[config.mk]
export PLATFORM = sky130hd
export DESIGN_NAME = watchdog_timer_reset_flags
export DESIGN_NICKNAME = d
export VERILOG_FILES = /design/src/pin_sync.v /design/src/watchdog_timer_reset_flags.v /design/src/wdt_counter.v
export VERILOG_INCLUDE_DIRS = /design/src
export SDC_FILE = /design/constraint.sdc
export NUM_CORES = 1
export LEC_CHECK = 0
export BUFFER_PORTS_ARGS = -buffer_cell sky130_fd_sc_hd__buf_2
export CAP_MARGIN = 30
export CORE_UTILIZATION = 51
export CTS_CLUSTER_DIAMETER = 120
export DETAILED_ROUTE_END_ITERATION = 7
export GPL_TIMING_DRIVEN = 1
export PLACE_DENSITY = 0.87
export SYNTH_ARGS = -nofsm -noshare
export SYNTH_HDL_FRONTEND = slang
export SYNTH_SLANG_ARGS = --single-unit
[constraint.sdc]
create_clock -name mclk_i -period 4.3 [get_ports mclk_i]
set_input_delay 0.86 -clock mclk_i [delete_from_list [all_inputs] [get_ports mclk_i]]
set_output_delay 0.86 -clock mclk_i [all_outputs]
set_load 0.01 [all_outputs]
[src/wdt_defines.vh]
// Constants for the watchdog timer with reset-cause flags.
// Assumes the includer uses `define names only; no logic lives here.
`ifndef WDT_DEFINES_VH
`define WDT_DEFINES_VH

// ----------------------------------------------------------------
// Register word indexes (byte address is four times the index)
// ----------------------------------------------------------------
`define IDX_CTRL 6'h00
`define IDX_FLAGS 6'h01
`define IDX_ISTAT 6'h02
`define IDX_IMASK 6'h03
`define IDX_PSTAT 6'h04
`define IDX_CMD 6'h05
`define IDX_PDATA 6'h06
`define IDX_PCTRL 6'h07

// ----------------------------------------------------------------
// Fields and reset values
// ----------------------------------------------------------------
`define KEY_MSB 7
`define KEY_LSB 3
`define SEL_MSB 2
`define SEL_LSB 0
`define KEY_DISABLE 5'h15
`define KEY_ENABLE 5'h0a
`define CTRL_RESET 8'h53
`define PORT_RESET 8'hff
`define FLAG_WRF_BIT 0
`define CMD_CLR_BIT 0
`define CMD_HALT_BIT 1
`define IRQ_SWRST 0
`define IRQ_EXPIRY 1
`define IRQ_SLEEP_TO 2
`define IRQ_PIN 3
`define RESP_OKAY 2'h0
`define RESP_SLVERR 2'h2

// ----------------------------------------------------------------
// Timeout exponents per select code, and timing
// ----------------------------------------------------------------
`define TO_EXP0 5'd8
`define TO_EXP1 5'd10
`define TO_EXP2 5'd12
`define TO_EXP3 5'd14
`define TO_EXP4 5'd15
`define TO_EXP5 5'd16
`define TO_EXP6 5'd17
`define TO_EXP7 5'd18
// Soft reset delay in mclk cycles: 64 us of the 100 MHz clock
`define SRESET_CYCLES_DEF 16'd6400

`endif
[src/pin_sync.v]
// Three-stage synchroniser with agreement filter and rising-edge pulse.
// Assumes d_i is asynchronous to mclk_i.
`timescale 1ns/1ns
`default_nettype none
module pin_sync #(
  parameter [0:0] INIT = 1'b0
) (
  // Clock and reset
  input wire mclk_i,
  input wire rst_n_i,
  // Pin and filtered view
  input wire d_i,
  output wire lvl_o,
  output wire rise_o
);
  reg s1_r;
  reg s2_r;
  reg s3_r;
  reg lvl_r;
  reg rise_r;

  // A change counts only once stages two and three agree
  always @(posedge mclk_i or negedge rst_n_i) begin
    if (!rst_n_i) begin
      s1_r <= INIT;
      s2_r <= INIT;
      s3_r <= INIT;
      lvl_r <= INIT;
      rise_r <= 1'b0;
    end else begin
      s1_r <= d_i;
      s2_r <= s1_r;
      s3_r <= s2_r;
      if (s2_r == s3_r) lvl_r <= s3_r;
      rise_r <= (s2_r == s3_r) & s3_r & ~lvl_r;
    end
  end

  assign lvl_o = lvl_r;
  assign rise_o = rise_r;
endmodule
`default_nettype wire

[src/watchdog_timer_reset_flags.v]
// Watchdog timer with keyed control, reset-cause flag and AXI4-Lite slave.
// Assumes the chip reset controller acts on the reset request outputs.
//
// Summary of operation
// - Counter ticks on slow oscillator, timeout is a power-of-two division.
// - Key 10101 disables the watchdog, key 01010 enables it.
// - Any other key requests reset after soft delay and sets flag.
// - Control powers up as key 01010 with select 011, running.
// - Select codes 000..110 map to 2^8,10,12,14,15,16,17 periods.
// - Key-triggered reset sets flag bit 0; power-on or writing zero clears it.
// - Overflow while running requests full device reset, sets expiry flag.
// - Overflow in sleep sets expiry and power-down, resets PC and SP.
// - Counter cleared by bad key, clear instruction, halt, selected pin.
// - Select 2^18 gives the longest timeout.
// - Power-on sets port data and control registers to all ones.
// - Power-on loads program counter with zero.
// - Pin reset leaves control and port registers unchanged.
// - Upper four bits of reset-cause register read as zero.
// - Halt sets power-down; power-up or clear instruction clears it.
// - Halt clears counter; counts on only if enabled.
`timescale 1ns/1ns
`default_nettype none
`include "wdt_defines.vh"
module watchdog_timer_reset_flags #(
  parameter [15:0] SRESET_CYCLES = `SRESET_CYCLES_DEF
) (
  // Clock and reset
  input wire mclk_i,
  input wire rst_n_i,
  // AXI4-Lite write address and data
  input wire [7:0] s_axi_awaddr_i,
  input wire s_axi_awvalid_i,
  output wire s_axi_awready_o,
  input wire [31:0] s_axi_wdata_i,
  input wire [3:0] s_axi_wstrb_i,
  input wire s_axi_wvalid_i,
  output wire s_axi_wready_o,
  // AXI4-Lite write response
  output wire [1:0] s_axi_bresp_o,
  output wire s_axi_bvalid_o,
  input wire s_axi_bready_i,
  // AXI4-Lite read
  input wire [7:0] s_axi_araddr_i,
  input wire s_axi_arvalid_i,
  output wire s_axi_arready_o,
  output wire [31:0] s_axi_rdata_o,
  output wire [1:0] s_axi_rresp_o,
  output wire s_axi_rvalid_o,
  input wire s_axi_rready_i,
  // Device pins and core status
  input wire slow_osc_i,
  input wire ext_clear_n_i,
  input wire pin_reset_sel_i,
  input wire wake_i,
  // Reset requests and state
  output wire device_reset_o,
  output wire pc_sp_reset_o,
  output wire pin_reset_o,
  output wire sleeping_o,
  output wire [7:0] port_data_o,
  output wire [7:0] port_ctrl_o,
  output wire irq_o
);

  // ----------------------------------------------------------------
  // Functions
  // ----------------------------------------------------------------
  function addr_ok;
    input [7:0] a;
    begin
      addr_ok = (a[7:2] <= `IDX_PCTRL);
    end
  endfunction

  // ----------------------------------------------------------------
  // State
  // ----------------------------------------------------------------
  reg [7:0] ctrl_r;
  reg wrf_r;
  reg expiry_r;
  reg pdf_r;
  reg sleep_r;
  reg [3:0] istat_r;
  reg [3:0] imask_r;
  reg [7:0] port_data_r;
  reg [7:0] port_ctrl_r;
  reg [15:0] srst_cnt_r;
  reg dev_rst_r;
  reg pcsp_r;
  reg pin_rst_r;
  reg aw_held_r;
  reg [7:0] awaddr_r;
  reg w_held_r;
  reg [7:0] wdata_r;
  reg wlane_r;
  reg bvalid_r;
  reg [1:0] bresp_r;
  reg rvalid_r;
  reg [31:0] rdata_r;
  reg [1:0] rresp_r;
  reg [31:0] rd_nxt;

  wire osc_tick;
  wire pin_lvl;
  wire expire;

  // ----------------------------------------------------------------
  // Pin synchronisers
  // ----------------------------------------------------------------
  pin_sync #(
    .INIT(1'b0)
  ) u_osc_sync (
    .mclk_i(mclk_i),
    .rst_n_i(rst_n_i),
    .d_i(slow_osc_i),
    .lvl_o(),
    .rise_o(osc_tick)
  );

  pin_sync #(
    .INIT(1'b1)
  ) u_pin_sync (
    .mclk_i(mclk_i),
    .rst_n_i(rst_n_i),
    .d_i(ext_clear_n_i),
    .lvl_o(pin_lvl),
    .rise_o()
  );

  // ----------------------------------------------------------------
  // Decode
  // ----------------------------------------------------------------
  wire [4:0] key = ctrl_r[`KEY_MSB:`KEY_LSB];
  wire wdt_en = (key == `KEY_ENABLE);
  wire key_bad = ~wdt_en & (key != `KEY_DISABLE);
  wire wr_go = aw_held_r & w_held_r & ~bvalid_r;
  wire wr_ok = wr_go & wlane_r & addr_ok(awaddr_r);
  wire [5:0] widx = awaddr_r[7:2];
  wire wr_ctrl = wr_ok & (widx == `IDX_CTRL);
  wire wr_flags = wr_ok & (widx == `IDX_FLAGS);
  wire wr_istat = wr_ok & (widx == `IDX_ISTAT);
  wire wr_imask = wr_ok & (widx == `IDX_IMASK);
  wire wr_cmd = wr_ok & (widx == `IDX_CMD);
  wire wr_pdata = wr_ok & (widx == `IDX_PDATA);
  wire wr_pctrl = wr_ok & (widx == `IDX_PCTRL);
  wire cmd_clr = wr_cmd & wdata_r[`CMD_CLR_BIT];
  wire cmd_halt = wr_cmd & wdata_r[`CMD_HALT_BIT];
  wire pin_act = ~pin_lvl & pin_reset_sel_i;
  wire pin_evt = pin_act & ~pin_rst_r;
  // Soft reset waits the full delay; a valid key in time cancels it
  wire srst_fire = key_bad & (srst_cnt_r == SRESET_CYCLES - 16'h1);
  wire exp_sleep = expire & sleep_r;
  wire exp_run = expire & ~sleep_r;
  wire dev_rst_nxt = srst_fire | exp_run;
  // Halt is taken as a clear as well: counter restarts from zero
  wire cnt_clr = key_bad | cmd_clr | cmd_halt | pin_act;

  // ----------------------------------------------------------------
  // Watchdog counter
  // ----------------------------------------------------------------
  wdt_counter u_counter (
    .mclk_i(mclk_i),
    .rst_n_i(rst_n_i),
    .tick_i(osc_tick),
    .run_i(wdt_en),
    .clear_i(cnt_clr),
    .sel_i(ctrl_r[`SEL_MSB:`SEL_LSB]),
    .expire_o(expire)
  );

  // ----------------------------------------------------------------
  // Control, flags and reset requests
  // ----------------------------------------------------------------
  always @(posedge mclk_i or negedge rst_n_i) begin
    if (!rst_n_i) begin
      ctrl_r <= `CTRL_RESET;
      wrf_r <= 1'b0;
      expiry_r <= 1'b0;
      pdf_r <= 1'b0;
      sleep_r <= 1'b0;
      port_data_r <= `PORT_RESET;
      port_ctrl_r <= `PORT_RESET;
      srst_cnt_r <= 16'h0;
      dev_rst_r <= 1'b0;
      pcsp_r <= 1'b1;
      pin_rst_r <= 1'b0;
    end else begin
      // Reload after a requested reset so the bad key cannot loop
      if (dev_rst_nxt) begin
        ctrl_r <= `CTRL_RESET;
      end else if (wr_ctrl) begin
        ctrl_r <= wdata_r;
      end
      if (key_bad & ~srst_fire) begin
        srst_cnt_r <= srst_cnt_r + 16'h1;
      end else begin
        srst_cnt_r <= 16'h0;
      end
      // Set wins over a clearing write in the same cycle
      if (srst_fire) begin
        wrf_r <= 1'b1;
      end else if (wr_flags & ~wdata_r[`FLAG_WRF_BIT]) begin
        wrf_r <= 1'b0;
      end
      if (expire) begin
        expiry_r <= 1'b1;
      end else if (cmd_clr | cmd_halt) begin
        expiry_r <= 1'b0;
      end
      if (cmd_halt | exp_sleep) begin
        pdf_r <= 1'b1;
      end else if (cmd_clr) begin
        pdf_r <= 1'b0;
      end
      if (cmd_halt) begin
        sleep_r <= 1'b1;
      end else if (wake_i | pin_act | expire) begin
        sleep_r <= 1'b0;
      end
      // Pin reset leaves control and port registers as they are
      if (wr_pdata) begin
        port_data_r <= wdata_r;
      end
      if (wr_pctrl) begin
        port_ctrl_r <= wdata_r;
      end
      dev_rst_r <= dev_rst_nxt;
      pcsp_r <= exp_sleep;
      pin_rst_r <= pin_act;
    end
  end

  // ----------------------------------------------------------------
  // Interrupt status and mask
  // ----------------------------------------------------------------
  wire [3:0] ev;
  assign ev[`IRQ_SWRST] = srst_fire;
  assign ev[`IRQ_EXPIRY] = exp_run;
  assign ev[`IRQ_SLEEP_TO] = exp_sleep;
  assign ev[`IRQ_PIN] = pin_evt;

  always @(posedge mclk_i or negedge rst_n_i) begin
    if (!rst_n_i) begin
      istat_r <= 4'h0;
      imask_r <= 4'h0;
    end else begin
      if (wr_istat) begin
        istat_r <= (istat_r & ~wdata_r[3:0]) | ev;
      end else begin
        istat_r <= istat_r | ev;
      end
      if (wr_imask) begin
        imask_r <= wdata_r[3:0];
      end
    end
  end

  // ----------------------------------------------------------------
  // AXI4-Lite write channels
  // ----------------------------------------------------------------
  assign s_axi_awready_o = ~aw_held_r & ~bvalid_r;
  assign s_axi_wready_o = ~w_held_r & ~bvalid_r;

  always @(posedge mclk_i or negedge rst_n_i) begin
    if (!rst_n_i) begin
      aw_held_r <= 1'b0;
      awaddr_r <= 8'h0;
      w_held_r <= 1'b0;
      wdata_r <= 8'h0;
      wlane_r <= 1'b0;
      bvalid_r <= 1'b0;
      bresp_r <= `RESP_OKAY;
    end else begin
      if (s_axi_awvalid_i & s_axi_awready_o) begin
        aw_held_r <= 1'b1;
        awaddr_r <= s_axi_awaddr_i;
      end else if (wr_go) begin
        aw_held_r <= 1'b0;
      end
      if (s_axi_wvalid_i & s_axi_wready_o) begin
        w_held_r <= 1'b1;
        wdata_r <= s_axi_wdata_i[7:0];
        wlane_r <= s_axi_wstrb_i[0];
      end else if (wr_go) begin
        w_held_r <= 1'b0;
      end
      if (wr_go) begin
        bvalid_r <= 1'b1;
        bresp_r <= addr_ok(awaddr_r) ? `RESP_OKAY : `RESP_SLVERR;
      end else if (s_axi_bready_i) begin
        bvalid_r <= 1'b0;
      end
    end
  end

  // ----------------------------------------------------------------
  // AXI4-Lite read channel
  // ----------------------------------------------------------------
  assign s_axi_arready_o = ~rvalid_r;

  always @* begin
    rd_nxt = 32'h0;
    case (s_axi_araddr_i[7:2])
      `IDX_CTRL: rd_nxt[7:0] = ctrl_r;
      `IDX_FLAGS: rd_nxt[0] = wrf_r;
      `IDX_ISTAT: rd_nxt[3:0] = istat_r;
      `IDX_IMASK: rd_nxt[3:0] = imask_r;
      `IDX_PSTAT: rd_nxt[3:0] = {wdt_en, sleep_r, pdf_r, expiry_r};
      `IDX_PDATA: rd_nxt[7:0] = port_data_r;
      `IDX_PCTRL: rd_nxt[7:0] = port_ctrl_r;
      default: rd_nxt = 32'h0;
    endcase
  end

  always @(posedge mclk_i or negedge rst_n_i) begin
    if (!rst_n_i) begin
      rvalid_r <= 1'b0;
      rdata_r <= 32'h0;
      rresp_r <= `RESP_OKAY;
    end else begin
      if (s_axi_arvalid_i & ~rvalid_r) begin
        rvalid_r <= 1'b1;
        rdata_r <= rd_nxt;
        rresp_r <= addr_ok(s_axi_araddr_i) ? `RESP_OKAY : `RESP_SLVERR;
      end else if (s_axi_rready_i) begin
        rvalid_r <= 1'b0;
      end
    end
  end

  // ----------------------------------------------------------------
  // Outputs
  // ----------------------------------------------------------------
  assign s_axi_bvalid_o = bvalid_r;
  assign s_axi_bresp_o = bresp_r;
  assign s_axi_rvalid_o = rvalid_r;
  assign s_axi_rdata_o = rdata_r;
  assign s_axi_rresp_o = rresp_r;
  assign device_reset_o = dev_rst_r;
  assign pc_sp_reset_o = pcsp_r;
  assign pin_reset_o = pin_rst_r;
  assign sleeping_o = sleep_r;
  assign port_data_o = port_data_r;
  assign port_ctrl_o = port_ctrl_r;
  assign irq_o = |(istat_r & imask_r);

endmodule
`default_nettype wire

[src/wdt_counter.v]
// Watchdog divider counting slow-oscillator ticks up to a power of two.
// Assumes tick_i is a one-cycle pulse per oscillator period.
`timescale 1ns/1ns
`default_nettype none
`include "wdt_defines.vh"
module wdt_counter (
  // Clock and reset
  input wire mclk_i,
  input wire rst_n_i,
  // Control
  input wire tick_i,
  input wire run_i,
  input wire clear_i,
  input wire [2:0] sel_i,
  // Status
  output wire expire_o
);
  reg [17:0] cnt_r;
  reg expire_r;

  // Last count before expiry: 2^exp - 1; exp 18 wraps to all ones
  function [17:0] last_cnt;
    input [2:0] sel;
    reg [4:0] e;
    begin
      e = `TO_EXP7;
      case (sel)
        3'h0: e = `TO_EXP0;
        3'h1: e = `TO_EXP1;
        3'h2: e = `TO_EXP2;
        3'h3: e = `TO_EXP3;
        3'h4: e = `TO_EXP4;
        3'h5: e = `TO_EXP5;
        3'h6: e = `TO_EXP6;
        default: e = `TO_EXP7;
      endcase
      last_cnt = (18'h1 << e) - 18'h1;
    end
  endfunction

  // A shorter select taken with the count at or past its last count expires at the next tick
  always @(posedge mclk_i or negedge rst_n_i) begin
    if (!rst_n_i) begin
      cnt_r <= 18'h0;
      expire_r <= 1'b0;
    end else if (clear_i) begin
      cnt_r <= 18'h0;
      expire_r <= 1'b0;
    end else if (run_i & tick_i) begin
      if (cnt_r >= last_cnt(sel_i)) begin
        cnt_r <= 18'h0;
        expire_r <= 1'b1;
      end else begin
        cnt_r <= cnt_r + 18'h1;
        expire_r <= 1'b0;
      end
    end else begin
      expire_r <= 1'b0;
    end
  end

  assign expire_o = expire_r;
endmodule
`default_nettype wire

==> Implementation_results.wiki <==
{| class="wikitable"
! Metric !! Value
|-
| Outcome || complete, no violations
|-
| Clock tree from TritonCTS || built
|-
| Cells taking the most area after synthesis || sky130_fd_sc_hd__dfrtp_1 (38%), sky130_fd_sc_hd__dfstp_2 (11%), sky130_fd_sc_hd__mux2_2 (7.8%)
|-
| Final weighted congestion in routability-driven placement || 0.847
|-
| Worst Path Arrival || 3.39 ns
|-
| Hold Path Cell Cnt || 0
|-
| Setup tns final || 0 ns
|-
| Static power due to leakage || 3.08 nW
|-
| Total number of H-tree levels || 3
|-
| Antenna diode instance count || 0
|-
| Most repeated cell in the gate-level netlist after synthesis || sky130_fd_sc_hd__dfrtp_1
|-
| Top cells by count, synth || sky130_fd_sc_hd__dfrtp_1 (87), sky130_fd_sc_hd__nand2_1 (71), sky130_fd_sc_hd__nor2_1 (41), sky130_fd_sc_hd__mux2_2 (40), sky130_fd_sc_hd__buf_4 (27)
|-
| Setup violation total in the final timing report || 0
|-
| Largest net degree at the start of global routing || 53
|-
| Post-layout instance area || 6420 sq um
|-
| Peak fanout along the critical path || 17
|-
| Crit Path Class || reg2reg
|-
| Final Net Count || 687
|-
| Largest family of logic cells by synthesized area || simple AND/OR/NAND/NOR gates
|-
| Number of core rows || 38
|-
| Worst-Margin Slew || 1.02 ns
|-
| Synthesis Warnings || 0
|-
| Setup crit start kind || register
|-
| Aggregate routed wire length || 12.7 mm
|-
| Post-route insts no fill || 750
|-
| Min cycle time layout || 3.09 ns
|-
| Area delta synth->final || 11.2%
|-
| Yosys cell types || 63
|-
| Grt total ovfl || 0
|-
| DP HPWL || 9.17 mm
|-
| Setup crit end kind || register
|-
| WHS || 0.360 ns
|-
| Count of flip-flops with a built-in enable after synthesis || 0
|-
| Number of optimization iterations in the first detailed-route pass || 5
|-
| Synthesized-area fraction occupied by adder cells || 4.29%
|-
| Power per Cell Area || 472 nW/um^2
|-
| Number of global-route vias before repair || 4292
|-
| Initial Util || 52.8%
|-
| Library cell with the largest summed area after synthesis || sky130_fd_sc_hd__dfrtp_1
|-
| VDD IR-drop max || 0.000373 V
|-
| Global-route wire length before repair || 20.8 mm
|-
| Resize count post-CTS || 0
|-
| Clock latency reported for the late side of the worst-skew pair || 0.36 ns
|-
| Total count of max-transition violations in the final report || 0
|-
| Share of synthesized flip-flops with an asynchronous set or reset || 100%
|-
| Violation count after the first detailed-route iteration || 261
|-
| Multiplexer share of the synthesized area || 9.67%
|-
| Height of the die || 108 um
|-
| Peak Freq || 0.324 GHz
|-
| Total of flip-flops plus latches after synthesis || 112
|-
| Master cell of the clock root buffer || sky130_fd_sc_hd__clkbuf_16
|-
| Number of nets with antenna violations after routing || 0
|-
| Summed instance area of the synthesized netlist || 5770 sq um
|-
| Primary flip-flop cell chosen by synthesis mapping || sky130_fd_sc_hd__dfrtp_1
|-
| Number of antenna violations at the first check in global routing || 0
|-
| Number of CTS-inserted buffers || 9
|-
| Number of instances in the placed design || 734
|-
| RSZ-0062 raised after global routing || false
|-
| R2r worst-path depth || 8
|-
| XOR/XNOR Fraction of Synth Area || 2.12%
|-
| Average via count per standard cell || 5.79
|-
| Cell area after placement || 6100 sq um
|-
| Number of buffers inserted for hold repair after clock tree synthesis || 0
|-
| Core ar. || 10900 sq um
|-
| DRC viols || 0
|-
| Post-route fraction of the period consumed by the critical path || 71.8%
|-
| Share of Yosys cell area claimed by the top area cell type || 37.7%
|-
| Critical path required time || 4.60 ns
|-
| Tot GR Track Use || 23.0%
|-
| Max clock buf depth || 2
|-
| Reg area || 2830 sq um
|-
| Chip Width || 108 um
|-
| Sequential fraction of the synthesis area || 49.1%
|-
| Clk sink count || 112
|-
| Number of I/O port buffers || 67
|-
| Simple logic cell fraction of the synthesized area || 16.8%
|-
| Final hold vios || 0
|-
| Synthesized-area fraction occupied by ao, oa, aoi and oai cells || 11.9%
|-
| Max-cap violations || 0
|-
| Average wire per standard cell || 16.9 um
|-
| Max_slew headroom || 31.7%
|-
| Maximum clock skew at final layout || 0.0120 ns
|-
| Syn Inst Count || 538
|-
| Post-CTS Setup Bufs || 0
|-
| Full die area || 11700 sq um
|-
| Routed vias || 4339
|-
| Avg Inst Size Synth || 10.7 sq um
|-
| Number of filler instances in the final layout || 868
|-
| I/O Pins || 125
|-
| Fraction of final layout cells with drive strength greater than 1 || 27.7%
|-
| Area occupied by multi-input gates || 2700 sq um
|-
| Clock slew seen by the registers of the worst setup and hold paths || 0.07 ns
|-
| Type of the worst min-delay path || reg2reg
|}
## metrics by stage
stage / worst slack (ns) / util [%] / power, mW
floorplan: 1.55 / - / 1.96
global placement: 1.34 / 55.8 / 2.10
detailed placement: 1.30 / 55.8 / 2.16
CTS: 1.27 / 58.7 / 3.04
global route: 1.05 / 58.7 / 3.19
finish: 1.21 / 58.7 / 3.03
## flip-flops by register name, summed over array words and instances (netlist names), 4 cells and up
signal / cells
port_data_o: 8
istat_r: 4
s_axi_rdata_o: 8
imask_r: 4
srst_cnt_r: 16
wdata_r: 8
port_ctrl_o: 8
ctrl_r: 8
u_counter.cnt_r: 18
awaddr_r: 6
## layer usage
layer	track usage, %	up-vias	share of wire, %
li1	-	2000	-
met1	29.3	2151	41
met2	37.9	164	51
met3	5.30	24	6.1
met4	9.36	0	2.0
met5	0	-	0
## layout by cell type (no fill, tap or decap), types with 9 or more instances in the layout
cell type and n:
sky130_fd_sc_hd__dfrtp_1 87, sky130_fd_sc_hd__nand2_1 71, sky130_fd_sc_hd__buf_2 66, sky130_fd_sc_hd__nor2_1 41, sky130_fd_sc_hd__mux2_2 40, sky130_fd_sc_hd__conb_1 31
sky130_fd_sc_hd__dfstp_2 25, sky130_fd_sc_hd__nand3_1 22, sky130_fd_sc_hd__o21ai_0 20, sky130_fd_sc_hd__ha_1 19, sky130_fd_sc_hd__a21oi_1 14, sky130_fd_sc_hd__a21o_1 11
sky130_fd_sc_hd__a22oi_1 10, sky130_fd_sc_hd__nor3_1 9, sky130_fd_sc_hd__xor2_1 9, sky130_fd_sc_hd__o31ai_1 9, sky130_fd_sc_hd__clkbuf_16 9
## cell families after synthesis
| group | Yosys count |
|---|---|
| AOI/OAI and AO/OA | 95 |
| xor gates and xnor gates | 14 |
| adders and majority gates | 20 |
| buffers and inverters | 52 |
| DFF | 112 |
| muxes | 47 |
| other | 1 |
| and+or+nand+nor | 197 |
## cell type report
type                       count  area share [%]
timing repair buffer          70            5.61
multi-input combinational    404            42.1
inverter                       8           0.468
tap                          140            2.73
sequential                   112            44.2
clock buffer                  12            4.00
clock inverter                 4           0.916
## worst max-delay path, stage by stage, from the launching register on
cell and delay, ns:
sky130_fd_sc_hd__dfstp_2 0.64, sky130_fd_sc_hd__nor3_1 0.08, sky130_fd_sc_hd__ha_1 0.21, sky130_fd_sc_hd__a21o_1 0.16, sky130_fd_sc_hd__a211o_1 0.28, sky130_fd_sc_hd__o211ai_1 0.66, sky130_fd_sc_hd__nand3_2 0.50, sky130_fd_sc_hd__nor4_1 0.37
sky130_fd_sc_hd__a21o_1 0.12
## path summary, 6_finish.rpt
kind | end | slack, ns | from
worst max-delay path | u_counter.cnt_r[6] | 1.21 | ctrl_r[1]
worst min-delay path | u_pin_sync.s3_r | 0.36 | u_pin_sync.s2_r
worst max register to register | u_counter.cnt_r[6] | 1.21 | ctrl_r[1]
worst min register to register | u_pin_sync.s3_r | 0.36 | u_pin_sync.s2_r
max in group asynchronous | port_data_o[6] | 2.83 | rst_n_i
min in group asynchronous | s_axi_rdata_o[7] | 0.52 | rst_n_i
## where the power goes
part	internal, mW	switching, mW	total [mW]
sequential	1.29	0.244	1.54
clock	0.491	0.386	0.878
combinational	0.310	0.301	0.612
total	2.09	0.932	3.03
Power figures use the tool's default switching activity.
